$ cat src/hw/timer_pkg.sv
// constants shared by the five-channel timer block
package timer_pkg;
	localparam int NUM_CH = 5;
	// per-channel register offsets; channel n sits at address {n, offset}
	localparam logic [3:0] OFS_COUNT = 4'h0;
	localparam logic [3:0] OFS_CCA = 4'h1;
	localparam logic [3:0] OFS_CCB = 4'h2;
	localparam logic [3:0] OFS_BUFA = 4'h3;
	localparam logic [3:0] OFS_BUFB = 4'h4;
	localparam logic [3:0] OFS_IOSEL = 4'h5;
	localparam logic [3:0] OFS_IEN = 4'h6;
	localparam logic [3:0] OFS_STATUS = 4'h7;
	// shared registers
	localparam logic [7:0] ADDR_START = 8'h50;
	localparam logic [7:0] ADDR_SYNC = 8'h51;
	localparam logic [7:0] ADDR_FUNC = 8'h52;
	localparam logic [7:0] ADDR_OUTCTL = 8'h53;
	// io_select_reg fields
	localparam int IO_A_CAP = 0;
	localparam int IO_B_CAP = 1;
	localparam int IO_CLR_LSB = 2;
	localparam logic [1:0] CLR_NONE = 2'h0;
	localparam logic [1:0] CLR_A = 2'h1;
	localparam logic [1:0] CLR_B = 2'h2;
	// status and enable bit positions
	localparam int FLAG_A = 0;
	localparam int FLAG_B = 1;
	localparam int FLAG_OVF = 2;
	// function_control_reg fields: bits 2:0 buffer enables, 4:3 combination mode
	localparam int FUNC_BUF_A3 = 0;
	localparam int FUNC_MODE_LSB = 3;
	localparam logic [1:0] COMBO_COMP = 2'h2;
	localparam logic [1:0] COMBO_RSYNC = 2'h3;
	// output_control_reg fields
	localparam int OUT_INV3 = 0;
	localparam int OUT_INV4 = 1;
	// count limits and reset value
	localparam logic [15:0] CNT_MAX = 16'hffff;
	localparam logic [15:0] CNT_MIN = 16'h0000;
	localparam logic [15:0] RESET_VAL = 16'h0000;
endpackage

$ cat src/hw/timer_unit.sv
// five-channel 16-bit timer with buffering, flags, requests and bus contention
//
// Decided for this implementation: strobed register access and the register offsets.
`timescale 1ns/1ps
`default_nettype none
module timer_unit
	import timer_pkg::*;
(
	input wire logic clk_in, // 100 MHz system clock
	input wire logic rst_b_in, // asynchronous reset, active low
	input wire logic [7:0] addr_in, // register index
	input wire logic [15:0] wdata_in, // write data
	input wire logic [1:0] byte_en_in, // write byte lanes, 2'h3 = word
	input wire logic wr_strobe_in, // write strobe, one cycle
	input wire logic rd_strobe_in, // read strobe, one cycle
	output logic [15:0] rd_data_out, // read data, cycle after strobe
	input wire logic [4:0] count_tick_in, // per-channel timer clock pulse
	input wire logic [4:0] channel_pin_a_in, // pin A level, asynchronous
	input wire logic [4:0] channel_pin_b_in, // pin B level, asynchronous
	output logic [4:0] channel_pin_a_out, // pin A drive level
	output logic [4:0] channel_pin_a_oe_out, // pin A drive enable
	output logic [4:0] channel_pin_b_out, // pin B drive level
	output logic [4:0] channel_pin_b_oe_out, // pin B drive enable
	output logic [14:0] irq_out, // request per channel: A, B, overflow
	output logic [3:0] dma_req_out // dma trigger, channels 0-3 A only
);
	// whole block state in one record
	typedef struct packed {
		logic [4:0][15:0] cnt; // timer_count per channel
		logic [4:0][15:0] cca; // compare_capture_a
		logic [4:0][15:0] ccb; // compare_capture_b
		logic [2:0][15:0] bufr; // buffer_a ch3, buffer_b ch3, buffer_b ch4
		logic [4:0][3:0] io; // io_select_reg
		logic [4:0][2:0] ien; // request enables
		logic [4:0][2:0] flg; // timer_status_reg flags
		logic [4:0][2:0] seen; // flag read as 1 since it was set
		logic [4:0] run; // start_reg, count_run_bit per channel
		logic [4:0] sync; // synchronised channels
		logic [4:0] func; // function_control_reg
		logic [1:0] outc; // output_control_reg
		logic dir_down; // channels 3/4 counting down
		logic [4:0] pa; // pin A toggle state
		logic [4:0] pb; // pin B toggle state
		logic [4:0] sa1, sa2, sa3; // pin A synchroniser and edge stage
		logic [4:0] sb1, sb2, sb3; // pin B synchroniser and edge stage
		logic w2v, w3v; // write in T2, write in T3
		logic [7:0] w2a, w3a; // their addresses
		logic [15:0] w2d, w3d; // their data
		logic [1:0] w2b, w3b; // their byte lanes
		logic [15:0] rdata; // read data register
	} state_t;

	state_t st_reg; // registered state
	state_t st_next; // next state
	logic [4:0] tick, mat_a, mat_b, cap_a, cap_b, clr, ovf_evt, down_ch; // per-channel events
	logic comp, pwm_any, pwm_evt; // combination mode decode
	logic sync_wr; // synced count written this cycle
	logic [15:0] sync_val; // value spread to synced counters
	logic [2:0] fset, fclr; // scratch for flag update

	// true when the T3 write targets this channel register
	function automatic logic wr3(input state_t s, input int ch, input logic [3:0] ofs);
		return s.w3v && (s.w3a == {ch[3:0], ofs});
	endfunction

	// byte-lane merge of write data into an old value
	function automatic logic [15:0] merge(input logic [15:0] old, input logic [15:0] d,
		input logic [1:0] be);
		return {be[1] ? d[15:8] : old[15:8], be[0] ? d[7:0] : old[7:0]};
	endfunction

	// all next-state logic
	always_comb begin
		st_next = st_reg;
		sync_wr = 1'b0;
		sync_val = RESET_VAL;
		fset = 3'h0;
		fclr = 3'h0;
		// first stage feeds only the second; edges come from stages two and three
		st_next.sa1 = channel_pin_a_in;
		st_next.sa2 = st_reg.sa1;
		st_next.sa3 = st_reg.sa2;
		st_next.sb1 = channel_pin_b_in;
		st_next.sb2 = st_reg.sb1;
		st_next.sb3 = st_reg.sb2;
		// strobe cycle is T1; the write lands at the end of T3
		st_next.w2v = wr_strobe_in;
		st_next.w2a = addr_in;
		st_next.w2d = wdata_in;
		st_next.w2b = byte_en_in;
		st_next.w3v = st_reg.w2v;
		st_next.w3a = st_reg.w2a;
		st_next.w3d = st_reg.w2d;
		st_next.w3b = st_reg.w2b;
		comp = (st_reg.func[FUNC_MODE_LSB +: 2] == COMBO_COMP);
		pwm_any = st_reg.func[FUNC_MODE_LSB + 1];
		// per-channel counting, matching and capture
		for (int ch = 0; ch < NUM_CH; ch++) begin
			tick[ch] = count_tick_in[ch] && st_reg.run[ch];
			down_ch[ch] = st_reg.dir_down && comp && (ch >= 3);
			cap_a[ch] = st_reg.io[ch][IO_A_CAP] && st_reg.sa2[ch] && !st_reg.sa3[ch];
			cap_b[ch] = st_reg.io[ch][IO_B_CAP] && st_reg.sb2[ch] && !st_reg.sb3[ch];
			// match only as the count leaves the value; a T3 write to that compare register masks it
			mat_a[ch] = tick[ch] && !st_reg.io[ch][IO_A_CAP] && !wr3(st_reg, ch, OFS_CCA)
				&& (st_reg.cnt[ch] == st_reg.cca[ch]);
			mat_b[ch] = tick[ch] && !st_reg.io[ch][IO_B_CAP] && !wr3(st_reg, ch, OFS_CCB)
				&& (st_reg.cnt[ch] == st_reg.ccb[ch]);
			clr[ch] = ((st_reg.io[ch][IO_CLR_LSB +: 2] == CLR_A) && (mat_a[ch] || cap_a[ch]))
				|| ((st_reg.io[ch][IO_CLR_LSB +: 2] == CLR_B) && (mat_b[ch] || cap_b[ch]));
			// a capture clear at the top count is not an overflow
			ovf_evt[ch] = tick[ch] && !clr[ch]
				&& (st_reg.cnt[ch] == (down_ch[ch] ? CNT_MIN : CNT_MAX));
			// counter: clear, then T3 write, then T2 byte freeze, then tick
			if (clr[ch]) begin
				st_next.cnt[ch] = RESET_VAL;
			end else if (wr3(st_reg, ch, OFS_COUNT)) begin
				st_next.cnt[ch] = merge(st_reg.cnt[ch], st_reg.w3d, st_reg.w3b);
			end else if (st_reg.w2v && st_reg.w2a == {ch[3:0], OFS_COUNT}
				&& st_reg.w2b != 2'h3) begin
				st_next.cnt[ch] = st_reg.cnt[ch];
			end else if (tick[ch]) begin
				st_next.cnt[ch] = down_ch[ch] ? st_reg.cnt[ch] - 16'h0001
					: st_reg.cnt[ch] + 16'h0001;
			end
			// capture takes the pre-clear count and beats a T3 write
			if (cap_a[ch]) begin
				st_next.cca[ch] = st_reg.cnt[ch];
			end else if (wr3(st_reg, ch, OFS_CCA)) begin
				st_next.cca[ch] = merge(st_reg.cca[ch], st_reg.w3d, st_reg.w3b);
			end
			if (cap_b[ch]) begin
				st_next.ccb[ch] = st_reg.cnt[ch];
			end else if (wr3(st_reg, ch, OFS_CCB)) begin
				st_next.ccb[ch] = merge(st_reg.ccb[ch], st_reg.w3d, st_reg.w3b);
			end
			// pins toggle on their own compare match
			if (mat_a[ch]) begin
				st_next.pa[ch] = !st_reg.pa[ch];
			end
			if (mat_b[ch]) begin
				st_next.pb[ch] = !st_reg.pb[ch];
			end
			// mode and enable registers
			if (wr3(st_reg, ch, OFS_IOSEL)) begin
				st_next.io[ch] = st_reg.w3d[3:0];
			end
			if (wr3(st_reg, ch, OFS_IEN)) begin
				st_next.ien[ch] = st_reg.w3d[2:0];
			end
			// flags: a set in the clearing cycle survives
			fset[FLAG_A] = mat_a[ch] || cap_a[ch];
			fset[FLAG_B] = mat_b[ch] || cap_b[ch];
			// in complementary mode ch4 flags only the underflow
			fset[FLAG_OVF] = ovf_evt[ch] && !(comp && ch == 4 && !down_ch[ch]);
			fclr = wr3(st_reg, ch, OFS_STATUS) ? (~st_reg.w3d[2:0] & st_reg.seen[ch]) : 3'h0;
			st_next.flg[ch] = (st_reg.flg[ch] & ~fclr) | fset;
			st_next.seen[ch] = (st_reg.seen[ch] & ~fclr) & st_next.flg[ch];
			if (rd_strobe_in && addr_in == {ch[3:0], OFS_STATUS}) begin
				st_next.seen[ch] = (st_next.seen[ch] | st_reg.flg[ch]) & st_next.flg[ch];
			end
		end
		// buffer writes first so that captures below override them
		if (wr3(st_reg, 3, OFS_BUFA)) begin
			st_next.bufr[0] = merge(st_reg.bufr[0], st_reg.w3d, st_reg.w3b);
		end
		if (wr3(st_reg, 3, OFS_BUFB)) begin
			st_next.bufr[1] = merge(st_reg.bufr[1], st_reg.w3d, st_reg.w3b);
		end
		if (wr3(st_reg, 4, OFS_BUFB)) begin
			st_next.bufr[2] = merge(st_reg.bufr[2], st_reg.w3d, st_reg.w3b);
		end
		// buffer A of channel 3; capture push in every mode, compare copy only outside the pwm modes where A3 sets the period
		if (st_reg.func[FUNC_BUF_A3]) begin
			if (cap_a[3]) begin
				st_next.bufr[0] = st_reg.cca[3];
			end else if (mat_a[3] && !pwm_any) begin
				st_next.cca[3] = st_reg.bufr[0];
			end
		end
		// buffer B of channels 3 and 4
		pwm_evt = mat_a[3] || (comp && ovf_evt[4] && down_ch[4]);
		for (int ch = 3; ch < NUM_CH; ch++) begin
			if (st_reg.func[ch - 2]) begin
				if (cap_b[ch]) begin
					st_next.bufr[ch - 2] = st_reg.ccb[ch];
				end else if ((pwm_any ? pwm_evt : mat_b[ch]) && !wr3(st_reg, ch, OFS_CCB)) begin
					st_next.ccb[ch] = st_reg.bufr[ch - 2];
				end
			end
		end
		// count direction of the complementary pair
		if (!comp) begin
			st_next.dir_down = 1'b0;
		end else if (mat_a[3]) begin
			st_next.dir_down = 1'b1;
		end else if (ovf_evt[4] && down_ch[4]) begin
			st_next.dir_down = 1'b0;
		end
		// a write to one synchronised counter lands in all of them
		for (int ch = 0; ch < NUM_CH; ch++) begin
			if (wr3(st_reg, ch, OFS_COUNT) && st_reg.sync[ch]) begin
				sync_wr = 1'b1;
				sync_val = st_next.cnt[ch];
			end
		end
		for (int ch = 0; ch < NUM_CH; ch++) begin
			if (sync_wr && st_reg.sync[ch]) begin
				st_next.cnt[ch] = sync_val;
			end
		end
		// shared registers; mode changes are left to software discipline
		if (st_reg.w3v) begin
			unique case (st_reg.w3a)
				ADDR_START: st_next.run = st_reg.w3d[4:0];
				ADDR_SYNC: st_next.sync = st_reg.w3d[4:0];
				ADDR_FUNC: st_next.func = st_reg.w3d[4:0];
				ADDR_OUTCTL: st_next.outc = st_reg.w3d[1:0];
				default: ;
			endcase
		end
		// read mux from the current state, so a capture now is not yet seen
		st_next.rdata = 16'h0000;
		if (rd_strobe_in) begin
			for (int ch = 0; ch < NUM_CH; ch++) begin
				unique case (addr_in)
					{ch[3:0], OFS_COUNT}: st_next.rdata = st_reg.cnt[ch];
					{ch[3:0], OFS_CCA}: st_next.rdata = st_reg.cca[ch];
					{ch[3:0], OFS_CCB}: st_next.rdata = st_reg.ccb[ch];
					{ch[3:0], OFS_IOSEL}: st_next.rdata = {12'h000, st_reg.io[ch]};
					{ch[3:0], OFS_IEN}: st_next.rdata = {13'h0000, st_reg.ien[ch]};
					{ch[3:0], OFS_STATUS}: st_next.rdata = {13'h0000, st_reg.flg[ch]};
					default: ;
				endcase
			end
			unique case (addr_in)
				{4'h3, OFS_BUFA}: st_next.rdata = st_reg.bufr[0];
				{4'h3, OFS_BUFB}: st_next.rdata = st_reg.bufr[1];
				{4'h4, OFS_BUFB}: st_next.rdata = st_reg.bufr[2];
				ADDR_START: st_next.rdata = {11'h000, st_reg.run};
				ADDR_SYNC: st_next.rdata = {11'h000, st_reg.sync};
				ADDR_FUNC: st_next.rdata = {11'h000, st_reg.func};
				ADDR_OUTCTL: st_next.rdata = {14'h0000, st_reg.outc};
				default: ;
			endcase
		end
	end

	// state register
	always_ff @(posedge clk_in or negedge rst_b_in) begin
		if (!rst_b_in) begin
			st_reg <= '0;
		end else begin
			st_reg <= st_next;
		end
	end

	// outputs: requests are flag AND enable; level inversion only in pwm modes
	always_comb begin
		for (int ch = 0; ch < NUM_CH; ch++) begin
			irq_out[ch * 3 +: 3] = st_reg.flg[ch] & st_reg.ien[ch];
		end
		for (int ch = 0; ch < 4; ch++) begin
			dma_req_out[ch] = st_reg.flg[ch][FLAG_A] && st_reg.ien[ch][FLAG_A];
		end
		channel_pin_a_out = st_reg.pa ^ {st_reg.outc[OUT_INV4] && pwm_any,
			st_reg.outc[OUT_INV3] && pwm_any, 3'h0};
		channel_pin_b_out = st_reg.pb ^ {st_reg.outc[OUT_INV4] && pwm_any,
			st_reg.outc[OUT_INV3] && pwm_any, 3'h0};
		for (int ch = 0; ch < NUM_CH; ch++) begin
			channel_pin_a_oe_out[ch] = !st_reg.io[ch][IO_A_CAP];
			channel_pin_b_oe_out[ch] = !st_reg.io[ch][IO_B_CAP];
		end
		rd_data_out = st_reg.rdata;
	end
endmodule
`default_nettype wire

$ cat config.mk
export PLATFORM = sky130hd
export DESIGN_NAME = timer_unit
export DESIGN_NICKNAME = d
export VERILOG_FILES = /design/src/hw/timer_pkg.sv /design/src/hw/timer_unit.sv
export SDC_FILE = /design/constraint.sdc
export NUM_CORES = 2
export LEC_CHECK = 0
export BUFFER_PORTS_ARGS = -buffer_cell sky130_fd_sc_hd__clkbuf_2
export CAP_MARGIN = 20
export CELL_PAD_IN_SITES_DETAIL_PLACEMENT = 0
export CELL_PAD_IN_SITES_GLOBAL_PLACEMENT = 1
export CORE_MARGIN = 5
export CORE_UTILIZATION = 35
export CTS_BUF_LIST = sky130_fd_sc_hd__clkbuf_2
export DETAILED_ROUTE_END_ITERATION = 8
export HOLD_SLACK_MARGIN = 0.08
export PLACE_DENSITY_LB_ADDON = 0.1
export SYNTH_ARGS = -nofsm -noshare
export SYNTH_HDL_FRONTEND = slang
export SYNTH_SLANG_ARGS = --single-unit
$ cat constraint.sdc
create_clock -name clk_in -period 5.35 [get_ports clk_in]
set_input_delay 0.2675 -clock clk_in [delete_from_list [all_inputs] [get_ports clk_in]]
set_output_delay 0.2675 -clock clk_in [all_outputs]
set_load 0.005 [all_outputs]
Word-level counts from Yosys, hierarchy flattened
Index checks and enable logic that the tools add are counted.
W data, S select, Z words.
{"block": "totals", "reg_bits": 481, "input_bits": 45, "output_inout_bits": 55, "word_cells": 610}
{"block": "op_classes", "add_sub_neg": 7, "n_eq_ne": 104, "n_mux": 122, "bitwise_logic": 48, "n_reduce_logical": 254}
{"cell": "$mux W16", "n": 72}
{"cell": "$pmux W16 S6", "n": 5}
{"cell": "$eq A8 B6 Y1 const B", "n": 30}
{"cell": "$eq A16 B16 Y1", "n": 12}
{"cell": "$mux W8", "n": 24}
{"cell": "$eq A8 B7 Y1 const B", "n": 23}
{"cell": "$logic_and A1 B1 Y1", "n": 148}
{"cell": "$pmux W16 S7", "n": 1}
{"cell": "$eq A8 B5 Y1 const B", "n": 13}
{"cell": "$and A3 B3 Y3", "n": 30}
{"cell": "$add A16 B1 Y16 const B", "n": 5}
{"cell": "$eq A16 B16 Y1 const B", "n": 3}
{"cell": "$eq A8 B3 Y1 const B", "n": 6}
{"cell": "$logic_not A1 Y1", "n": 48}
{"cell": "$reduce_bool A2 Y1", "n": 21}
{"cell": "$reduce_and A2 Y1", "n": 18}
{"cell": "$sub A16 B1 Y16 const B", "n": 2}
{"cell": "$mux W3", "n": 10}
{"cell": "$or A3 B3 Y3", "n": 10}
{"cell": "$logic_not A8 Y1", "n": 3}
{"cell": "$not A3 Y3", "n": 6}
{"cell": "$eq A8 B1 Y1 const B", "n": 2}
{"cell": "$eq A8 B2 Y1 const B", "n": 2}
{"cell": "$logic_or A1 B1 Y1", "n": 16}
{"cell": "other kinds (6)", "n": 25}

Longest topological paths before layout
{"block": "logic_depth", "ltp_word": 19, "mapped_depth": 17}

Worst setup path after synthesis
OpenSTA, ideal clock, no wires.
{"block": "synth_timing", "path_kind": "reg-to-reg", "start": "register st_reg, in the netlist pwm_any", "end": "register st_reg[461] (netlist name)", "setup_time_ps": 142, "t_arrival_ps": 3682, "setup_slack_ps": 1526, "path_stages_with_launch": 18, "period_less_slack_ps": 3824, "cell_sequence": "dfrtp_1 -> clkbuf_1 -> and3b_1 -> clkbuf_1 -> clkbuf_1 -> clkbuf_1 -> buf_1 -> xnor2_1 -> ha_1 -> nor2_1 -> a21oi_1 -> a21o_1 -> or4_1 -> a21oi_1 -> o211a_1 -> nor2_1 -> o21ai_0 -> o21ai_0"}
{"item": "start, declared", "line": "timer_unit.sv:53", "text": "state_t st_reg;"}
{"item": "start signal, assigned", "line": "timer_unit.sv:253", "text": "st_reg <= st_next;"}

==> results.py <==
metrics = {
    "grt": {
        "busiest_layer": "met1",
        "overflow": 0,
        "grt_max_degree": 113,
        "grt_use_total": 0.329,
        "first_global_vias": 28387,
        "grtUsageMet2": 0.456,
        "grt_first_pass_wirelength_um": 216000,
        "antenna_found_initial": 7,
        "grt_use_met1": 0.474,
        "met3_usage": 0.107,
    },
    "cts": {
        "path_clk_slew_ns": 0.11,
        "clk_path_buf_depth": 3,
        "clockRootBuffer": "clkbuf_2",
        "cts_resized": 0,
        "numCtsBuffers": 148,
        "insertion_delay_ns": 1.46,
        "clock_sinks": 481,
        "cts_tree": "yes",
        "htreeDepth": 4,
    },
    "power": {
        "power_frac_comb": 0.195,
        "p_leak_uw": 0.0154,
        "power_frac_seq": 0.479,
        "clkPwrFrac": 0.326,
        "vdd_drop_max_uv": 199,
        "swShare": 0.377,
        "p_int_uw": 6270,
        "p_per_area_nw_per_um2": 295,
        "power.switching_uw": 3790,
    },
    "synth": {
        "synth_fa_ha_area_frac": 0.00212,
        "synth_ff_type": "dfrtp_1",
        "yosys.area_share.simple": 0.184,
        "netlist_area_um2": 29500,
        "synth_top_family_by_area": "compound AO/OA/AOI/OAI gates",
        "syn_nets": 3419,
        "synthCells": 3369,
        "seq_area_frac_synth": 0.408,
        "synth-edff-count": 0,
        "async_flop_share": 1.00,
        "synthMuxAreaShare": 0.103,
        "synth-seq-cells": 481,
        "synth_xor_area_frac": 0.0552,
        "yosys_warnings": 0,
        "yosysUniqueCellTypes": 87,
        "synth_compound_area_frac": 0.198,
        "syn_area_per_cell_um2": 8.76,
    },
    "min_path": {
        "min_to": "st_reg[419]",
        "min_from": "count_tick_in[1]",
        "holdCritPathClass": "in -> reg",
        "whs_path_depth": 8,
    },
    "sta": {
        "period_share": 0.824,
        "rsz0062_at_grt": "no",
        "hold_viol_final": 0,
        "fmax_ghz": 0.227,
        "timing.final.setup_violations": 0,
        "relSlewSlack": 0.191,
        "layout_min_cycle_time_ns": 4.41,
        "drv_slew": 0,
        "setup_tns_ns": 0,
        "clock_skew_ns": 0.102,
        "worst_slew_pin_slew_ns": 1.21,
    },
    "cells_and_area": {
        "fill_cells": 8542,
        "drive_above_1_share": 0.163,
        "fin_cells": 4788,
        "syn2layout_area_growth_pct": 15.4,
        "fin_nets": 3628,
        "largest_reg_flops": 417,
    },
    "routing": {
        "drt_wl_total_um": 152000,
        "drt-initial-drc-count": 4000,
        "wire_per_inst_um": 31.8,
        "first_pass_iters": 7,
        "via_per_inst": 6.19,
        "vias": 29653,
        "drc": 0,
        "ant_nets": 0,
    },
    "place": {
        "place_inst": 4377,
        "portBuffers": 99,
        "hpwl_um": 111000,
        "gp_congestion": 0.975,
    },
    "floorplanning": {
        "core_area_um2": 83600,
        "dieArea_um2": 90200,
        "pin_count": 100,
        "start_util": 0.353,
        "num_rows": 106,
        "die_h_um": 300,
        "die_w_um": 300,
    },
    "worst_setup_path": {
        "ff2ff_setup_slack_ns": 0.94,
        "path_cells": "or3b_2 > nor2_1 > a2111oi_0 > nand3_1 > nand3_1 > buf_4 > or3_1 > a211oi_1 > a21oi_1 > o21ai_0",
        "cp-start-kind": "flip-flop",
        "worstSetupPathType": "reg -> reg",
        "r2r_cells": 10,
        "arrival_ns": 5.77,
        "max_stage_delay_ns": 0.59,
        "r2r-start": "st_reg[68]",
        "cpMaxStageDelayCell": "nor2_1",
        "crit_top_cell": "nand3_1",
        "cp-end-kind": "flip-flop",
        "cp.required_ns": 6.71,
        "r2r-end": "st_reg[433]",
        "crit_fanout": 14,
    },
    "job": {
        "maxCapViolCount": 0,
    },
    "outcome": {
        "status": "finished, final reports clean",
    },
}
==> cell usage after synthesis (70+ instances only) <==
| cell | number | area, µm² |
|---|---|---|
| a21oi_1 | 188 | 941 |
| a22oi_1 | 85 | 638 |
| clkbuf_1 | 255 | 957 |
| dfrtp_1 | 481 | 12000 |
| mux2_2 | 70 | 788 |
| mux2i_1 | 222 | 2220 |
| nand2_1 | 381 | 1430 |
| nand3_1 | 147 | 736 |
| nor2_1 | 237 | 890 |
| o21ai_0 | 297 | 1490 |
| xnor2_1 | 110 | 963 |
| xor2_1 | 76 | 666 |
==> layout make-up <==
class	count	area [µm²]	share of cell area
antenna	11	27.5	0.000809
clock buffer	215	1080	0.0316
multi-input combinational	2537	16100	0.472
timing repair buffer	366	2910	0.0854
tap	1080	1350	0.0397
clock inverter	54	403	0.0118
sequential	481	12000	0.354
inverter	44	165	0.00485
==> critical path: cells and delay by family, from the launching register on <==
family / cells / cell delay [ns]
flip-flops: 1 / 0.53
AND/OR/NAND/NOR: 5 / 2.19
AO/OA/AOI/OAI: 4 / 1.19
buffers and inverters: 1 / 0.37
==> worst max-delay path by stage <==
stage / start / end / cells past startpoint
6_report: st_reg[68] / st_reg[433] / 10
5_1_grt: st_reg[52] / st_reg[462] / 10
4_1_cts: st_reg[68] / st_reg[436] / 9
3_5_place_dp: st_reg[68] / st_reg[436] / 9
3_3_place_gp: st_reg[68] / st_reg[444] / 9
2_1_floorplan: pwm_any / st_reg[461] / 17
==> cell usage in the layout (no fill, tap or decap), types with 125 or more instances in the layout <==
master,synthesis,final
a21oi_1,188,188
buf_4,26,134
clkbuf_2,1,313
dfrtp_1,481,473
dlygate4sd3_1,0,125
mux2i_1,222,222
nand2_1,381,381
nand3_1,147,147
nor2_1,237,233
o21ai_0,297,297
==> through the flow <==
step                total power, µW   util  hold WS [ns]  instance area [µm²]  setup WS (ns)
detailed placement             6670  0.374         0.335                31200           1.13
global route                  10500  0.407         0.185                34000          0.851
global placement               6650  0.373         0.334                31200          0.870
floorplan                      5680      -       -0.0281                29500           1.53
CTS                           10100  0.407        0.0847                34000           1.07
finish                        10100  0.407         0.209                34000          0.940
==> power groups by stage <==
stage | clock, µW | combinational [µW] | sequential (µW)
4_1_cts | 3380 | 1910 | 4770
3_3_place_gp | 0 | 1820 | 4830
2_1_floorplan | 0 | 1270 | 4410
6_report | 3280 | 1960 | 4820
5_1_grt | 3570 | 2120 | 4840
3_5_place_dp | 0 | 1830 | 4840
==> layer usage <==
layer / routed length (µm) / vias to the layer above
met3: 17700 / 325
met1: 66800 / 14844
met2: 61300 / 1732
met4: 6380 / 4
li1: - / 12748
met5: 27 / -
==> logic make-up after synthesis <==
group                      count (synthesis)
buffers and inverters                    351
AOI/OAI and AO/OA                        921
muxes                                    293
and+or+nand+nor                         1132
xor gates and xnor gates                 186
adders and majority gates                  5
DFF                                      481
==> what timing repair did <==
item,CTS,global route
buffers inserted,0,0
hold buffers,126,0
endpoints found under the hold margin,657,0
(Power assumes the default switching activity.)
